<file path="src/common/pcra_pkg.sv">
// Purpose: Shared constants and types for the configuration register block
// Assumes: 22-bit word address, 16-bit multiplexed address/data bus
// Notes:   Field positions refer to the bus configuration register

package pcra_pkg;

    localparam int          ADDR_W       = 22;
    localparam int          DATA_W       = 16;

    // ------------------------------------------------------------------
    // Reset values and special addresses
    // ------------------------------------------------------------------
    localparam logic [15:0] BCR_RESET    = 16'h9D1F;
    localparam logic [15:0] RCR_RESET    = 16'h0010;
    localparam logic [21:0] TOP_ADDR     = 22'h3FFFFF;

    // ------------------------------------------------------------------
    // Register selection codes (address bits 19:18)
    // ------------------------------------------------------------------
    localparam int          RSEL_LSB     = 18;
    localparam logic [1:0]  RSEL_RCR     = 2'h0;
    localparam logic [1:0]  RSEL_DID     = 2'h1;
    localparam logic [1:0]  RSEL_BCR     = 2'h2;

    // Third-step data of the software sequence
    localparam logic [15:0] SW_SEL_RCR   = 16'h0000;
    localparam logic [15:0] SW_SEL_BCR   = 16'h0001;
    localparam logic [15:0] SW_SEL_DID   = 16'h0002;

    // ------------------------------------------------------------------
    // Bus configuration field positions
    // ------------------------------------------------------------------
    localparam int          LEN_LSB      = 0;
    localparam int          WRAP_BIT     = 3;
    localparam int          DRV_LSB      = 4;
    localparam int          WPOL_BIT     = 10;
    localparam int          LAT_LSB      = 11;
    localparam int          MODE_BIT     = 15;

    // Burst length codes
    localparam logic [2:0]  LEN_4        = 3'h1;
    localparam logic [2:0]  LEN_8        = 3'h2;
    localparam logic [2:0]  LEN_16       = 3'h3;
    localparam logic [2:0]  LEN_32       = 3'h4;
    localparam logic [2:0]  LEN_CONT     = 3'h7;

    // Latency code zero stands for eight clocks
    localparam logic [3:0]  LAT_ZERO_CLK = 4'h8;

    typedef enum logic [3:0] {
        SW_IDLE = 4'h1,
        SW_RD1  = 4'h2,
        SW_RD2  = 4'h4,
        SW_SEL  = 4'h8
    } pcra_sw_t;

endpackage

</file>
<file path="src/rtl/pcra_burst_addr.sv">
// Purpose: Burst address generator honouring length and wrap settings
// Assumes: Length code and wrap bit are stable during a burst
// Notes:   Used for both read and write bursts

`timescale 1ns/10ps

module pcra_burst_addr #(
    parameter int AW = 22
) (
    input  wire logic          i_clk,
    input  wire logic          i_rst,
    input  wire logic          i_load,
    input  wire logic [AW-1:0] i_start,
    input  wire logic          i_step,
    input  wire logic [2:0]    i_len,
    input  wire logic          i_wrap,
    output logic      [AW-1:0] o_addr,
    output logic               o_done
);

    function automatic logic [4:0] len_mask(input logic [2:0] code);
        case (code)
            pcra_pkg::LEN_4:  len_mask = 5'h03;
            pcra_pkg::LEN_8:  len_mask = 5'h07;
            pcra_pkg::LEN_16: len_mask = 5'h0F;
            pcra_pkg::LEN_32: len_mask = 5'h1F;
            default:          len_mask = 5'h00;
        endcase
    endfunction

    logic [4:0]    mask;
    logic          fixed;
    logic [4:0]    low_inc;
    logic [AW-1:0] next_addr;
    logic [5:0]    cnt;

    assign mask    = len_mask(i_len);
    assign fixed   = (mask != 5'h00);
    assign low_inc = o_addr[4:0] + 5'h01;

    // Continuous and unwrapped bursts roll over past the top address
    always_comb begin
        if (i_wrap && fixed) begin
            next_addr = {o_addr[AW-1:5],
                         (o_addr[4:0] & ~mask) | (low_inc & mask)};
        end else begin
            next_addr = o_addr + {{(AW-1){1'b0}}, 1'b1};
        end
    end

    always_ff @(posedge i_clk) begin
        if (i_rst) begin
            o_addr <= '0;
        end else if (i_load) begin
            o_addr <= i_start;
        end else if (i_step) begin
            o_addr <= next_addr;
        end
    end

    // Fixed bursts stop after the programmed number of words
    always_ff @(posedge i_clk) begin
        if (i_rst) begin
            cnt    <= 6'h00;
            o_done <= 1'b0;
        end else if (i_load) begin
            cnt    <= 6'h00;
            o_done <= 1'b0;
        end else if (i_step) begin
            cnt    <= cnt + 6'h01;
            o_done <= fixed && (cnt == {1'b0, mask});
        end
    end
endmodule // pcra_burst_addr

</file>
<file path="src/rtl/pcra_top.sv">
// Purpose: Configuration register access and burst sequencing
// Assumes: Bus pins are sampled by i_clk through two-stage synchronisers;
//          the array is on-chip logic answering o_arr_addr combinationally
// Notes:   Rules carried out by this block follow

`timescale 1ns/10ps

module pcra_top #(
    // Arbitrary neutral identity value
    parameter logic [15:0] DEVICE_ID = 16'h0A5A
) (
    input  wire logic        i_clk,
    input  wire logic        i_rst,
    input  wire logic        i_ce_n,
    input  wire logic        i_we_n,
    input  wire logic        i_oe_n,
    input  wire logic        i_adv_n,
    input  wire logic        i_register_select_input,
    input  wire logic [5:0]  i_addr_hi,
    input  wire logic [15:0] i_adq,
    input  wire logic [15:0] i_arr_rdata,
    output logic      [15:0] o_adq,
    output logic             o_adq_oe_n,
    output logic             o_wait,
    output logic      [1:0]  o_drive_strength,
    output logic      [21:0] o_arr_addr,
    output logic             o_arr_we,
    output logic      [15:0] o_arr_wdata,
    output logic      [15:0] o_bus_configuration,
    output logic      [15:0] o_refresh_configuration
);

    // ------------------------------------------------------------------
    // Pin synchronisers
    // ------------------------------------------------------------------
    localparam int PW = 27;
    logic [PW-1:0] pin_meta;
    logic [PW-1:0] pin_sync;
    logic          s_ce_n, s_we_n, s_oe_n, s_adv_n, s_rsel;
    logic [5:0]    s_ahi;
    logic [15:0]   s_adq;

    always_ff @(posedge i_clk) begin
        if (i_rst) begin
            pin_meta <= {5'h1F, 22'h000000};
            pin_sync <= {5'h1F, 22'h000000};
        end else begin
            pin_meta <= {i_ce_n, i_we_n, i_oe_n, i_adv_n,
                         i_register_select_input, i_addr_hi, i_adq};
            pin_sync <= pin_meta;
        end
    end

    assign {s_ce_n, s_we_n, s_oe_n, s_adv_n, s_rsel, s_ahi, s_adq} = pin_sync;

    // ------------------------------------------------------------------
    // Registers and decoded fields
    // ------------------------------------------------------------------
    logic [15:0]         bus_configuration;
    logic [15:0]         refresh_configuration;
    pcra_pkg::pcra_sw_t  sw_state;
    logic [1:0]          sw_tgt;
    logic                sync_mode;

    assign sync_mode = !bus_configuration[pcra_pkg::MODE_BIT];

    function automatic logic [15:0] reg_read(input logic [1:0] sel,
                                             input logic [15:0] b,
                                             input logic [15:0] r);
        if (sel == pcra_pkg::RSEL_BCR) begin
            reg_read = b;
        end else if (sel == pcra_pkg::RSEL_RCR) begin
            reg_read = r;
        end else if (sel == pcra_pkg::RSEL_DID) begin
            reg_read = DEVICE_ID;
        end else begin
            reg_read = 16'h0000;
        end
    endfunction

    // ------------------------------------------------------------------
    // Access tracking
    // ------------------------------------------------------------------
    logic        active;
    logic        acc_reg;
    logic        acc_wr;
    logic [21:0] acc_addr;
    logic [15:0] acc_wdata;
    logic [3:0]  lat_cnt;
    logic        adv_take;
    logic        acc_end;
    logic        data_phase;
    logic        at_top;
    logic        sw_hit;
    logic        xfer;
    logic        burst_done;
    logic [21:0] burst_addr;
    logic [3:0]  lat_load;

    assign adv_take   = !s_ce_n && !s_adv_n;
    assign acc_end    = active && s_ce_n;
    assign data_phase = active && !s_ce_n && s_adv_n;
    assign at_top     = (acc_addr == pcra_pkg::TOP_ADDR);
    assign sw_hit     = at_top && !acc_reg && (sw_state == pcra_pkg::SW_SEL);
    assign lat_load   = (bus_configuration[pcra_pkg::LAT_LSB +: 3] == 3'h0)
                      ? pcra_pkg::LAT_ZERO_CLK
                      : {1'b0, bus_configuration[pcra_pkg::LAT_LSB +: 3]};
    // Register accesses are single words; only array bursts step
    assign xfer       = sync_mode && data_phase && !acc_reg && !burst_done
                      && (lat_cnt == 4'h0) && (!s_oe_n || !s_we_n);

    always_ff @(posedge i_clk) begin
        if (i_rst) begin
            active   <= 1'b0;
            acc_reg  <= 1'b0;
            acc_addr <= 22'h000000;
        end else if (adv_take) begin
            active   <= 1'b1;
            acc_reg  <= s_rsel;
            acc_addr <= {s_ahi, s_adq};
        end else if (acc_end) begin
            active   <= 1'b0;
        end
    end

    // Last data seen while the write strobe is low is the latched value
    always_ff @(posedge i_clk) begin
        if (i_rst) begin
            acc_wr    <= 1'b0;
            acc_wdata <= 16'h0000;
        end else if (adv_take) begin
            acc_wr    <= 1'b0;
        end else if (data_phase && !s_we_n) begin
            acc_wr    <= 1'b1;
            acc_wdata <= s_adq;
        end
    end

    always_ff @(posedge i_clk) begin
        if (i_rst) begin
            lat_cnt <= 4'h0;
        end else if (adv_take) begin
            lat_cnt <= lat_load;
        end else if (data_phase && lat_cnt != 4'h0) begin
            lat_cnt <= lat_cnt - 4'h1;
        end
    end

    pcra_burst_addr #(
        .AW      (pcra_pkg::ADDR_W)
    ) u_burst (
        .i_clk   (i_clk),
        .i_rst   (i_rst),
        .i_load  (adv_take),
        .i_start ({s_ahi, s_adq}),
        .i_step  (xfer),
        .i_len   (bus_configuration[pcra_pkg::LEN_LSB +: 3]),
        .i_wrap  (!bus_configuration[pcra_pkg::WRAP_BIT]),
        .o_addr  (burst_addr),
        .o_done  (burst_done)
    );

    // ------------------------------------------------------------------
    // Software sequence detector
    // ------------------------------------------------------------------
    logic        sw_sel_ok;
    logic [1:0]  sw_sel_code;

    always_comb begin
        sw_sel_ok   = 1'b1;
        sw_sel_code = pcra_pkg::RSEL_RCR;
        if (acc_wdata == pcra_pkg::SW_SEL_BCR) begin
            sw_sel_code = pcra_pkg::RSEL_BCR;
        end else if (acc_wdata == pcra_pkg::SW_SEL_DID) begin
            sw_sel_code = pcra_pkg::RSEL_DID;
        end else if (acc_wdata != pcra_pkg::SW_SEL_RCR) begin
            sw_sel_ok   = 1'b0;
        end
    end

    // Only asynchronous array accesses count as sequence steps
    always_ff @(posedge i_clk) begin
        if (i_rst) begin
            sw_state <= pcra_pkg::SW_IDLE;
            sw_tgt   <= pcra_pkg::RSEL_RCR;
        end else if (acc_end && !acc_reg) begin
            if (!at_top || sync_mode) begin
                sw_state <= pcra_pkg::SW_IDLE;
            end else begin
                case (sw_state)
                    pcra_pkg::SW_IDLE: begin
                        sw_state <= acc_wr ? pcra_pkg::SW_IDLE
                                           : pcra_pkg::SW_RD1;
                    end
                    pcra_pkg::SW_RD1: begin
                        sw_state <= acc_wr ? pcra_pkg::SW_IDLE
                                           : pcra_pkg::SW_RD2;
                    end
                    pcra_pkg::SW_RD2: begin
                        if (!acc_wr) begin
                            sw_state <= pcra_pkg::SW_RD2;
                        end else if (sw_sel_ok) begin
                            sw_state <= pcra_pkg::SW_SEL;
                            sw_tgt   <= sw_sel_code;
                        end else begin
                            sw_state <= pcra_pkg::SW_IDLE;
                        end
                    end
                    pcra_pkg::SW_SEL: begin
                        sw_state <= pcra_pkg::SW_IDLE;
                    end
                    default: begin
                        sw_state <= pcra_pkg::SW_IDLE;
                    end
                endcase
            end
        end
    end

    // ------------------------------------------------------------------
    // Register writes
    // ------------------------------------------------------------------
    logic        reg_wr;
    logic [1:0]  reg_wsel;
    logic [15:0] reg_wval;

    // Select-input writes carry the value in the address phase
    assign reg_wr   = acc_end && acc_wr && (acc_reg || sw_hit);
    assign reg_wsel = acc_reg ? acc_addr[pcra_pkg::RSEL_LSB +: 2]
                              : sw_tgt;
    assign reg_wval = acc_reg ? acc_addr[15:0] : acc_wdata;

    always_ff @(posedge i_clk) begin
        if (i_rst) begin
            bus_configuration <= pcra_pkg::BCR_RESET;
            refresh_configuration <= pcra_pkg::RCR_RESET;
        end else if (reg_wr) begin
            // Identity writes fall through untouched
            if (reg_wsel == pcra_pkg::RSEL_BCR) begin
                bus_configuration <= reg_wval;
            end else if (reg_wsel == pcra_pkg::RSEL_RCR) begin
                refresh_configuration <= reg_wval;
            end
        end
    end

    // ------------------------------------------------------------------
    // Array port
    // ------------------------------------------------------------------
    logic arr_wr_async;
    logic sw_write;

    // Sequence writes at the top address never reach the array
    assign sw_write     = at_top && (sw_state == pcra_pkg::SW_SEL
                        || (sw_state == pcra_pkg::SW_RD2 && sw_sel_ok));
    assign arr_wr_async = acc_end && acc_wr && !acc_reg && !sync_mode
                        && !sw_write;

    always_ff @(posedge i_clk) begin
        if (i_rst) begin
            o_arr_addr  <= 22'h000000;
            o_arr_we    <= 1'b0;
            o_arr_wdata <= 16'h0000;
        end else begin
            o_arr_addr  <= burst_addr;
            o_arr_we    <= arr_wr_async || (xfer && !s_we_n);
            o_arr_wdata <= (xfer && !s_we_n) ? s_adq : acc_wdata;
        end
    end

    // ------------------------------------------------------------------
    // Read data and status outputs
    // ------------------------------------------------------------------
    logic rd_phase;

    assign rd_phase = data_phase && !s_oe_n;

    always_ff @(posedge i_clk) begin
        if (i_rst) begin
            o_adq      <= 16'h0000;
            o_adq_oe_n <= 1'b1;
        end else begin
            o_adq_oe_n <= !rd_phase;
            if (acc_reg) begin
                o_adq <= reg_read(acc_addr[pcra_pkg::RSEL_LSB +: 2],
                                  bus_configuration, refresh_configuration);
            end else if (sw_hit) begin
                o_adq <= reg_read(sw_tgt, bus_configuration, refresh_configuration);
            end else begin
                o_adq <= i_arr_rdata;
            end
        end
    end

    // Wait is active during the latency count of synchronous accesses; the WPOL bit sets its level
    always_ff @(posedge i_clk) begin
        if (i_rst) begin
            o_wait <= 1'b0;
        end else begin
            o_wait <= (sync_mode && data_phase && lat_cnt != 4'h0)
                   ~^ bus_configuration[pcra_pkg::WPOL_BIT];
        end
    end

    always_ff @(posedge i_clk) begin
        if (i_rst) begin
            o_drive_strength        <=
                pcra_pkg::BCR_RESET[pcra_pkg::DRV_LSB +: 2];
            o_bus_configuration     <= pcra_pkg::BCR_RESET;
            o_refresh_configuration <= pcra_pkg::RCR_RESET;
        end else begin
            o_drive_strength        <= bus_configuration[pcra_pkg::DRV_LSB +: 2];
            o_bus_configuration     <= bus_configuration;
            o_refresh_configuration <= refresh_configuration;
        end
    end
endmodule // pcra_top

</file>
<file path="config.mk">
export PLATFORM = sky130hd
export DESIGN_NAME = pcra_top
export DESIGN_NICKNAME = d
export VERILOG_FILES = /design/src/common/pcra_pkg.sv /design/src/rtl/pcra_burst_addr.sv /design/src/rtl/pcra_top.sv
export SDC_FILE = /design/constraint.sdc
export NUM_CORES = 1
export LEC_CHECK = 0
export BUFFER_PORTS_ARGS = -buffer_cell sky130_fd_sc_hd__buf_2
export CAP_MARGIN = 20
export CORE_UTILIZATION = 55
export CTS_CLUSTER_DIAMETER = 40
export DETAILED_ROUTE_END_ITERATION = 12
export PLACE_DENSITY_LB_ADDON = 0.15
export REMOVE_ABC_BUFFERS = 1
export SYNTH_ARGS = -nofsm -noshare
export SYNTH_HDL_FRONTEND = slang
export SYNTH_SLANG_ARGS = --single-unit
</file>
<file path="constraint.sdc">
create_clock -name i_clk -period 3.3 [get_ports i_clk]
set_clock_uncertainty 0.15 [all_clocks]
set_input_delay 0.33 -clock i_clk [delete_from_list [all_inputs] [get_ports i_clk]]
set_output_delay 0.33 -clock i_clk [all_outputs]
set_load 0.02 [all_outputs]
</file>
Yosys cells after proc, flatten, opt, wreduce, memory -nomap -nowiden
Cells that the tools add are included.
{"block": "classes", "n_mux": 31, "n_div": 0, "bitwise": 8, "n_lt_le_gt_ge": 0, "shifts": 0, "n_reduce_logical": 59, "n_eq_ne": 18, "mul": 0, "n_addsub": 4}
{"cell": "16-bit 2-to-1 mux", "count": 8}
{"cell": "22-bit 2-to-1 mux", "count": 3}
{"cell": "1-bit logical AND", "count": 26}
{"cell": "12-bit 2-to-1 mux", "count": 2}
{"cell": "4-bit 2-to-1 mux", "count": 6}
{"cell": "22-bit by 1-bit adder with 22-bit output (second input constant)", "count": 1}
{"cell": "22-bit == test (second input constant)", "count": 1}
{"cell": "5-bit one-hot mux with 4 select lines", "count": 1}
{"cell": "16-bit by 1-bit == test with 1-bit output (second input constant)", "count": 1}
{"cell": "16-bit by 2-bit == test with 1-bit output (second input constant)", "count": 1}
{"cell": "16-bit nonzero test", "count": 1}
{"cell": "4-bit one-hot mux with 3 select lines", "count": 1}
{"cell": "1-bit zero test", "count": 11}
{"cell": "5-bit AND", "count": 2}
{"cell": "6-bit by 1-bit adder with 6-bit output (second input constant)", "count": 1}
{"cell": "2-bit == test (second input constant)", "count": 3}
{"cell": "3-bit by 2-bit == test with 1-bit output (second input constant)", "count": 2}
{"cell": "6-bit by 5-bit == test with 1-bit output", "count": 1}
{"cell": "2-bit zero test", "count": 3}
{"cell": "1-bit 2-to-1 mux", "count": 6}
{"cell": "2-bit 2-to-1 mux", "count": 3}
{"cell": "2-bit AND reduction", "count": 3}
{"cell": "2-bit nonzero test", "count": 3}
{"cell": "5-bit by 1-bit adder with 5-bit output (second input constant)", "count": 1}
{"cell": "other kinds (22)", "count": 29}
{"block": "word_totals", "inputBits": 45, "n_memories": 0, "mem_bits_ro": 0, "out_inout_bits": 91, "regBits": 257, "ram_bits": 0, "word_cells": 145, "latchBits": 0}

Logic depth before layout (Yosys ltp)
{"block": "logic_depth", "depth_word": 10, "ltp_mapped": 8, "depth_no_buf": 7}

Hierarchy
A second synthesis with hierarchy kept.
{"block": "unflattened", "cells_unflattened": 1006, "hier_area_um2": 9675.5}
{"mod": "pcra_top", "cells_per_inst": 799, "instances": 1, "area_per_inst_um2": 7901.3}
{"mod": "pcra_burst_addr", "cells_per_inst": 207, "instances": 1, "area_per_inst_um2": 1774.2}

Worst setup path after synthesis
No wires, ideal clock.
{"block": "synth_path", "path_kind": "register -> register", "from": "register acc_addr[7]", "to": "register bus_configuration[13]", "path_stages_with_launch": 6, "period_less_slack_ns": 2.064, "arrival_time_ns": 1.793, "slack_ns": 1.236, "setup_ns": 0.121, "cell_sequence": "dfxtp_1 nand4_1 nor4_4 nand3_2 o31ai_4 mux2_2"}
{"block": "synth_via", "elab_chain_len": 6}
{"item": "from (decl)", "line": "pcra_top.sv:87", "rtl": "logic [21:0] acc_addr;"}
{"item": "from (signal assigned)", "line": "pcra_top.sv:120", "rtl": "acc_addr <= {s_ahi, s_adq};"}
{"item": "22-bit == test", "line": "pcra_top.sv:103", "rtl": "assign at_top = (acc_addr == pcra_pkg::TOP_ADDR);"}
{"item": "1-bit logical AND (2 in a row)", "line": "pcra_top.sv:104", "rtl": "assign sw_hit = at_top && !acc_reg && (sw_state == pcra_pkg::SW_SEL);"}
{"item": "1-bit logical OR", "line": "pcra_top.sv:228", "rtl": "assign reg_wr = acc_end && acc_wr && (acc_reg || sw_hit);"}
{"item": "1-bit logical AND", "line": "pcra_top.sv:228"}
{"item": "2-bit AND reduction (no source line)"}
{"item": "to (signal assigned)", "line": "pcra_top.sv:235", "rtl": "bus_configuration <= pcra_pkg::BCR_RESET;"}
{"item": "to (signal assigned)", "line": "pcra_top.sv:240", "rtl": "bus_configuration <= reg_wval;"}
{"item": "to (decl)", "line": "pcra_top.sv:59", "rtl": "logic [15:0] bus_configuration;"}
No other way between the ends.
A chain may end at the register's enable or synchronous reset.

Worst setup path after layout
{"block": "layout_path", "from": "register lat_cnt[0]", "to": "register u_burst.o_addr[20]"}
{"block": "layout_via", "elab_chain_len": 5}
{"item": "from (decl)", "line": "pcra_top.sv:89", "rtl": "logic [3:0] lat_cnt;"}
{"item": "from (signal assigned)", "line": "pcra_top.sv:143", "rtl": "lat_cnt <= lat_load;"}
{"item": "from (signal assigned)", "line": "pcra_top.sv:145", "rtl": "lat_cnt <= lat_cnt - 4'h1;"}
{"item": "4-bit zero test", "line": "pcra_top.sv:110", "rtl": "&& (lat_cnt == 4'h0) && (!s_oe_n || !s_we_n);"}
{"item": "1-bit logical AND (2 in a row)", "line": "pcra_top.sv:110"}
{"item": "2-bit nonzero test (no source line)"}
{"item": "2-bit AND reduction (no source line)"}
{"item": "to (signal assigned)", "line": "pcra_burst_addr.sv:55", "rtl": "o_addr <= i_start;"}
{"item": "to (signal assigned)", "line": "pcra_burst_addr.sv:57", "rtl": "o_addr <= next_addr;"}
{"item": "to (decl)", "line": "pcra_burst_addr.sv:17", "rtl": "output logic [AW-1:0] o_addr,"}
No other way between the ends.

==> results.ini <==
[outcome]
status = completed

[die]
core_region_area_um2 = 17400
num_rows = 48
die-width_um = 136
chipHeight_um = 136
start_util = 0.566
dieArea_um2 = 18400
ios = 136

[synth]
synth_top_area_frac = 0.519
yosysWarnings = 0
async_reset_ff_frac = 0
syn_area_um2 = 9830
yosysMostFrequentCell = dfxtp_1
synth_flop_cell = dfxtp_1
synth_cells = 1052
synth_area_leader_cell = dfxtp_1
synthDistinctLibCells = 64
syn_avg_cell_area_um2 = 9.35
synthTopCellsByCount = 255 x dfxtp_1, 133 x nand2_1, 83 x nor2b_1, 73 x nor2_1, 65 x a21oi_1
yosysSeqAreaShare = 0.519
synth-seq-cells = 255
yosys-top-cells-area = dfxtp_1 52%, mux2i_1 6.1%, nor2b_1 5.3%
synth_edf_count = 0

[pwr]
seqPwrFrac = 0.464
leakage_nw = 4.71
power.density_nw_per_um2 = 556
power_frac_comb = 0.032
ir_drop_mv = 0.385
intPower_mw = 5.33
switching_share = 0.214
p_sw_mw = 1.45
p_clk_frac = 0.504

[sta]
worstMarginPinSlew_ps = 960
period_share = 0.766
rsz0062_at_grt = false
hold_viol = 0
final.min_clock_period_ps = 2530
max_slew_margin = 0.360
slew_viol_final = 0
worst_slack_ps = 772
fmax_ghz = 0.396
tns_ps = 0
finalSetupViolations = 0

[critical_path]
worstPathRequired_ps = 3560
crit_path_start_kind = register
crit_type = reg2reg
cp_slowest_stage_delay_ps = 800
cp_max_fo = 23
worst_path_max_delay_cell = a21oi_2
reg2reg_slack_ps = 770
r2r-end = u_burst.o_addr[20]
rr_startpoint = lat_cnt[0]
reg2reg_depth = 7
cp.arrival_ps = 2790
crit_chain = inv_1 > ha_1 > nor3b_1 > and4_1 > a21oi_2 > or2_2 > o21ai_0
cp-end-kind = register

[clocking]
postCtsSetupRepairBufs = 0
clk_path_buf_depth = 3
cts_tree = done
clock_sinks = 255
cts_root_buf = clkbuf_16
cts_buffers = 31
clk_latency_ps = 540
htree_levels = 1
clk_pin_slew_worst_paths_ps = 60
holdBufCountCts = 46
cts.repair.resized = 0

[detailed_routing]
drc = 0
wl_per_cell_um = 16.2
postRouteAntennaNets = 0
drt_iter0_markers = 472
firstDrtPassIters = 5
wl_mm = 23.8
via_per_inst = 5.44
vias = 7973

[global_route]
grt_pass1_vias = 7398
grt_usage = 0.259
antenna_found_initial = 0
grt_start_max_net_pins = 119
grt_pass1_wl_mm = 37.9
grt_overflow = 0

[cells_and_area]
reg_top3 = pin_meta (27), pin_sync (27)
final_nets = 1265
layout-drive-gt1-share = 0.206
antenna_cells = 0
syn_to_final_growth_pct = 24.1
fillCellCount = 1339
post-route-util = 0.703

[place]
io_buffers = 135
hpwl_mm = 15.4
place_ws_ps = 821
place.gp.congestion = 0.850

[min_path]
worstHoldPathType = reg2reg
whs_path_depth = 1
hp-start = pin_meta[24]
hold_end = pin_sync[24]

[job]
drv_cap = 0

[worst max-delay path: cells and delay by family (launching register included)]
family          cells  cell delay [ps]
flops               1              370
simple gates        3              720
compound gates      2              880
buf+inv             1               60
fa+ha+maj           1              210
[area by class of cell]
cell class | instances | area, µm² | share of cell area
Clock buffer | 40 | 870 | 0.0713
Clock inverter | 16 | 194 | 0.0159
Inverter | 21 | 78.8 | 0.00646
Multi-Input combinational cell | 708 | 4370 | 0.358
Sequential cell | 255 | 5100 | 0.419
Tap cell | 225 | 282 | 0.0231
Timing Repair Buffer | 200 | 1300 | 0.106
[how the worst max path moves through the flow]
stage,slack (ps),start,endpoint,depth (start not counted)
finish,770,lat_cnt[0],u_burst.o_addr[20],7
global route,570,lat_cnt[0],u_burst.o_addr[21],7
CTS,820,lat_cnt[0],u_burst.o_addr[20],7
detailed placement,820,lat_cnt[0],u_burst.o_addr[12],7
global placement,870,lat_cnt[0],u_burst.o_addr[20],7
floorplan,570,acc_addr[19],bus_configuration[13],5
[stage by stage]
stage | hold slack [ps] | power (mW) | cell area (µm²) | instances
global placement | 245 | 3.39 | 10700 | 1363
detailed placement | 249 | 3.39 | 10700 | 1363
finish | 263 | 6.78 | 12200 | 1465
CTS | 266 | 6.82 | 12200 | 1465
floorplan | 239 | 3.29 | 9550 | 984
global route | 276 | 6.98 | 12200 | 1465
[cell families (layout without fill, tap and decap cells)]
family,after synthesis,count (layout),share of synthesized area
buffers and inverters,89,277,0.0364
xor gates and xnor gates,22,22,0.0196
adders and majority gates,3,3,0.00382
AOI/OAI and AO/OA,184,184,0.120
muxes,72,72,0.0748
and+or+nand+nor,427,427,0.226
DFF,255,255,0.519
[power by group through the flow]
stage,registers [mW],clock network [mW],logic (mW)
2_1_floorplan,3.23,0,0.0612
3_3_place_gp,3.21,0,0.172
3_5_place_dp,3.21,0,0.172
4_1_cts,3.15,3.46,0.214
5_1_grt,3.15,3.59,0.236
6_report,3.15,3.42,0.215
[placed cells by master (no fill, tap or decap), types with 31 or more instances in the layout]
cell	synthesis	layout
a21oi_1	65	65
nor2_1	73	72
mux2i_1	60	60
o21ai_0	39	39
nand2_1	133	133
buf_2	9	134
dfxtp_1	255	255
dlygate4sd3_1	0	46
clkbuf_16	0	31
nor2b_1	83	83
[routing by layer]
layer	vias up	share of wire	track usage	wire, µm
met3	42	0.059	0.0370	1390
met4	0	0.024	0.0905	569
met2	264	0.46	0.421	11000
met1	3701	0.45	0.351	10800
li1	3966	-	-	-
met5	-	0	0	0
No activity file was read; power rests on OpenSTA's default activity.
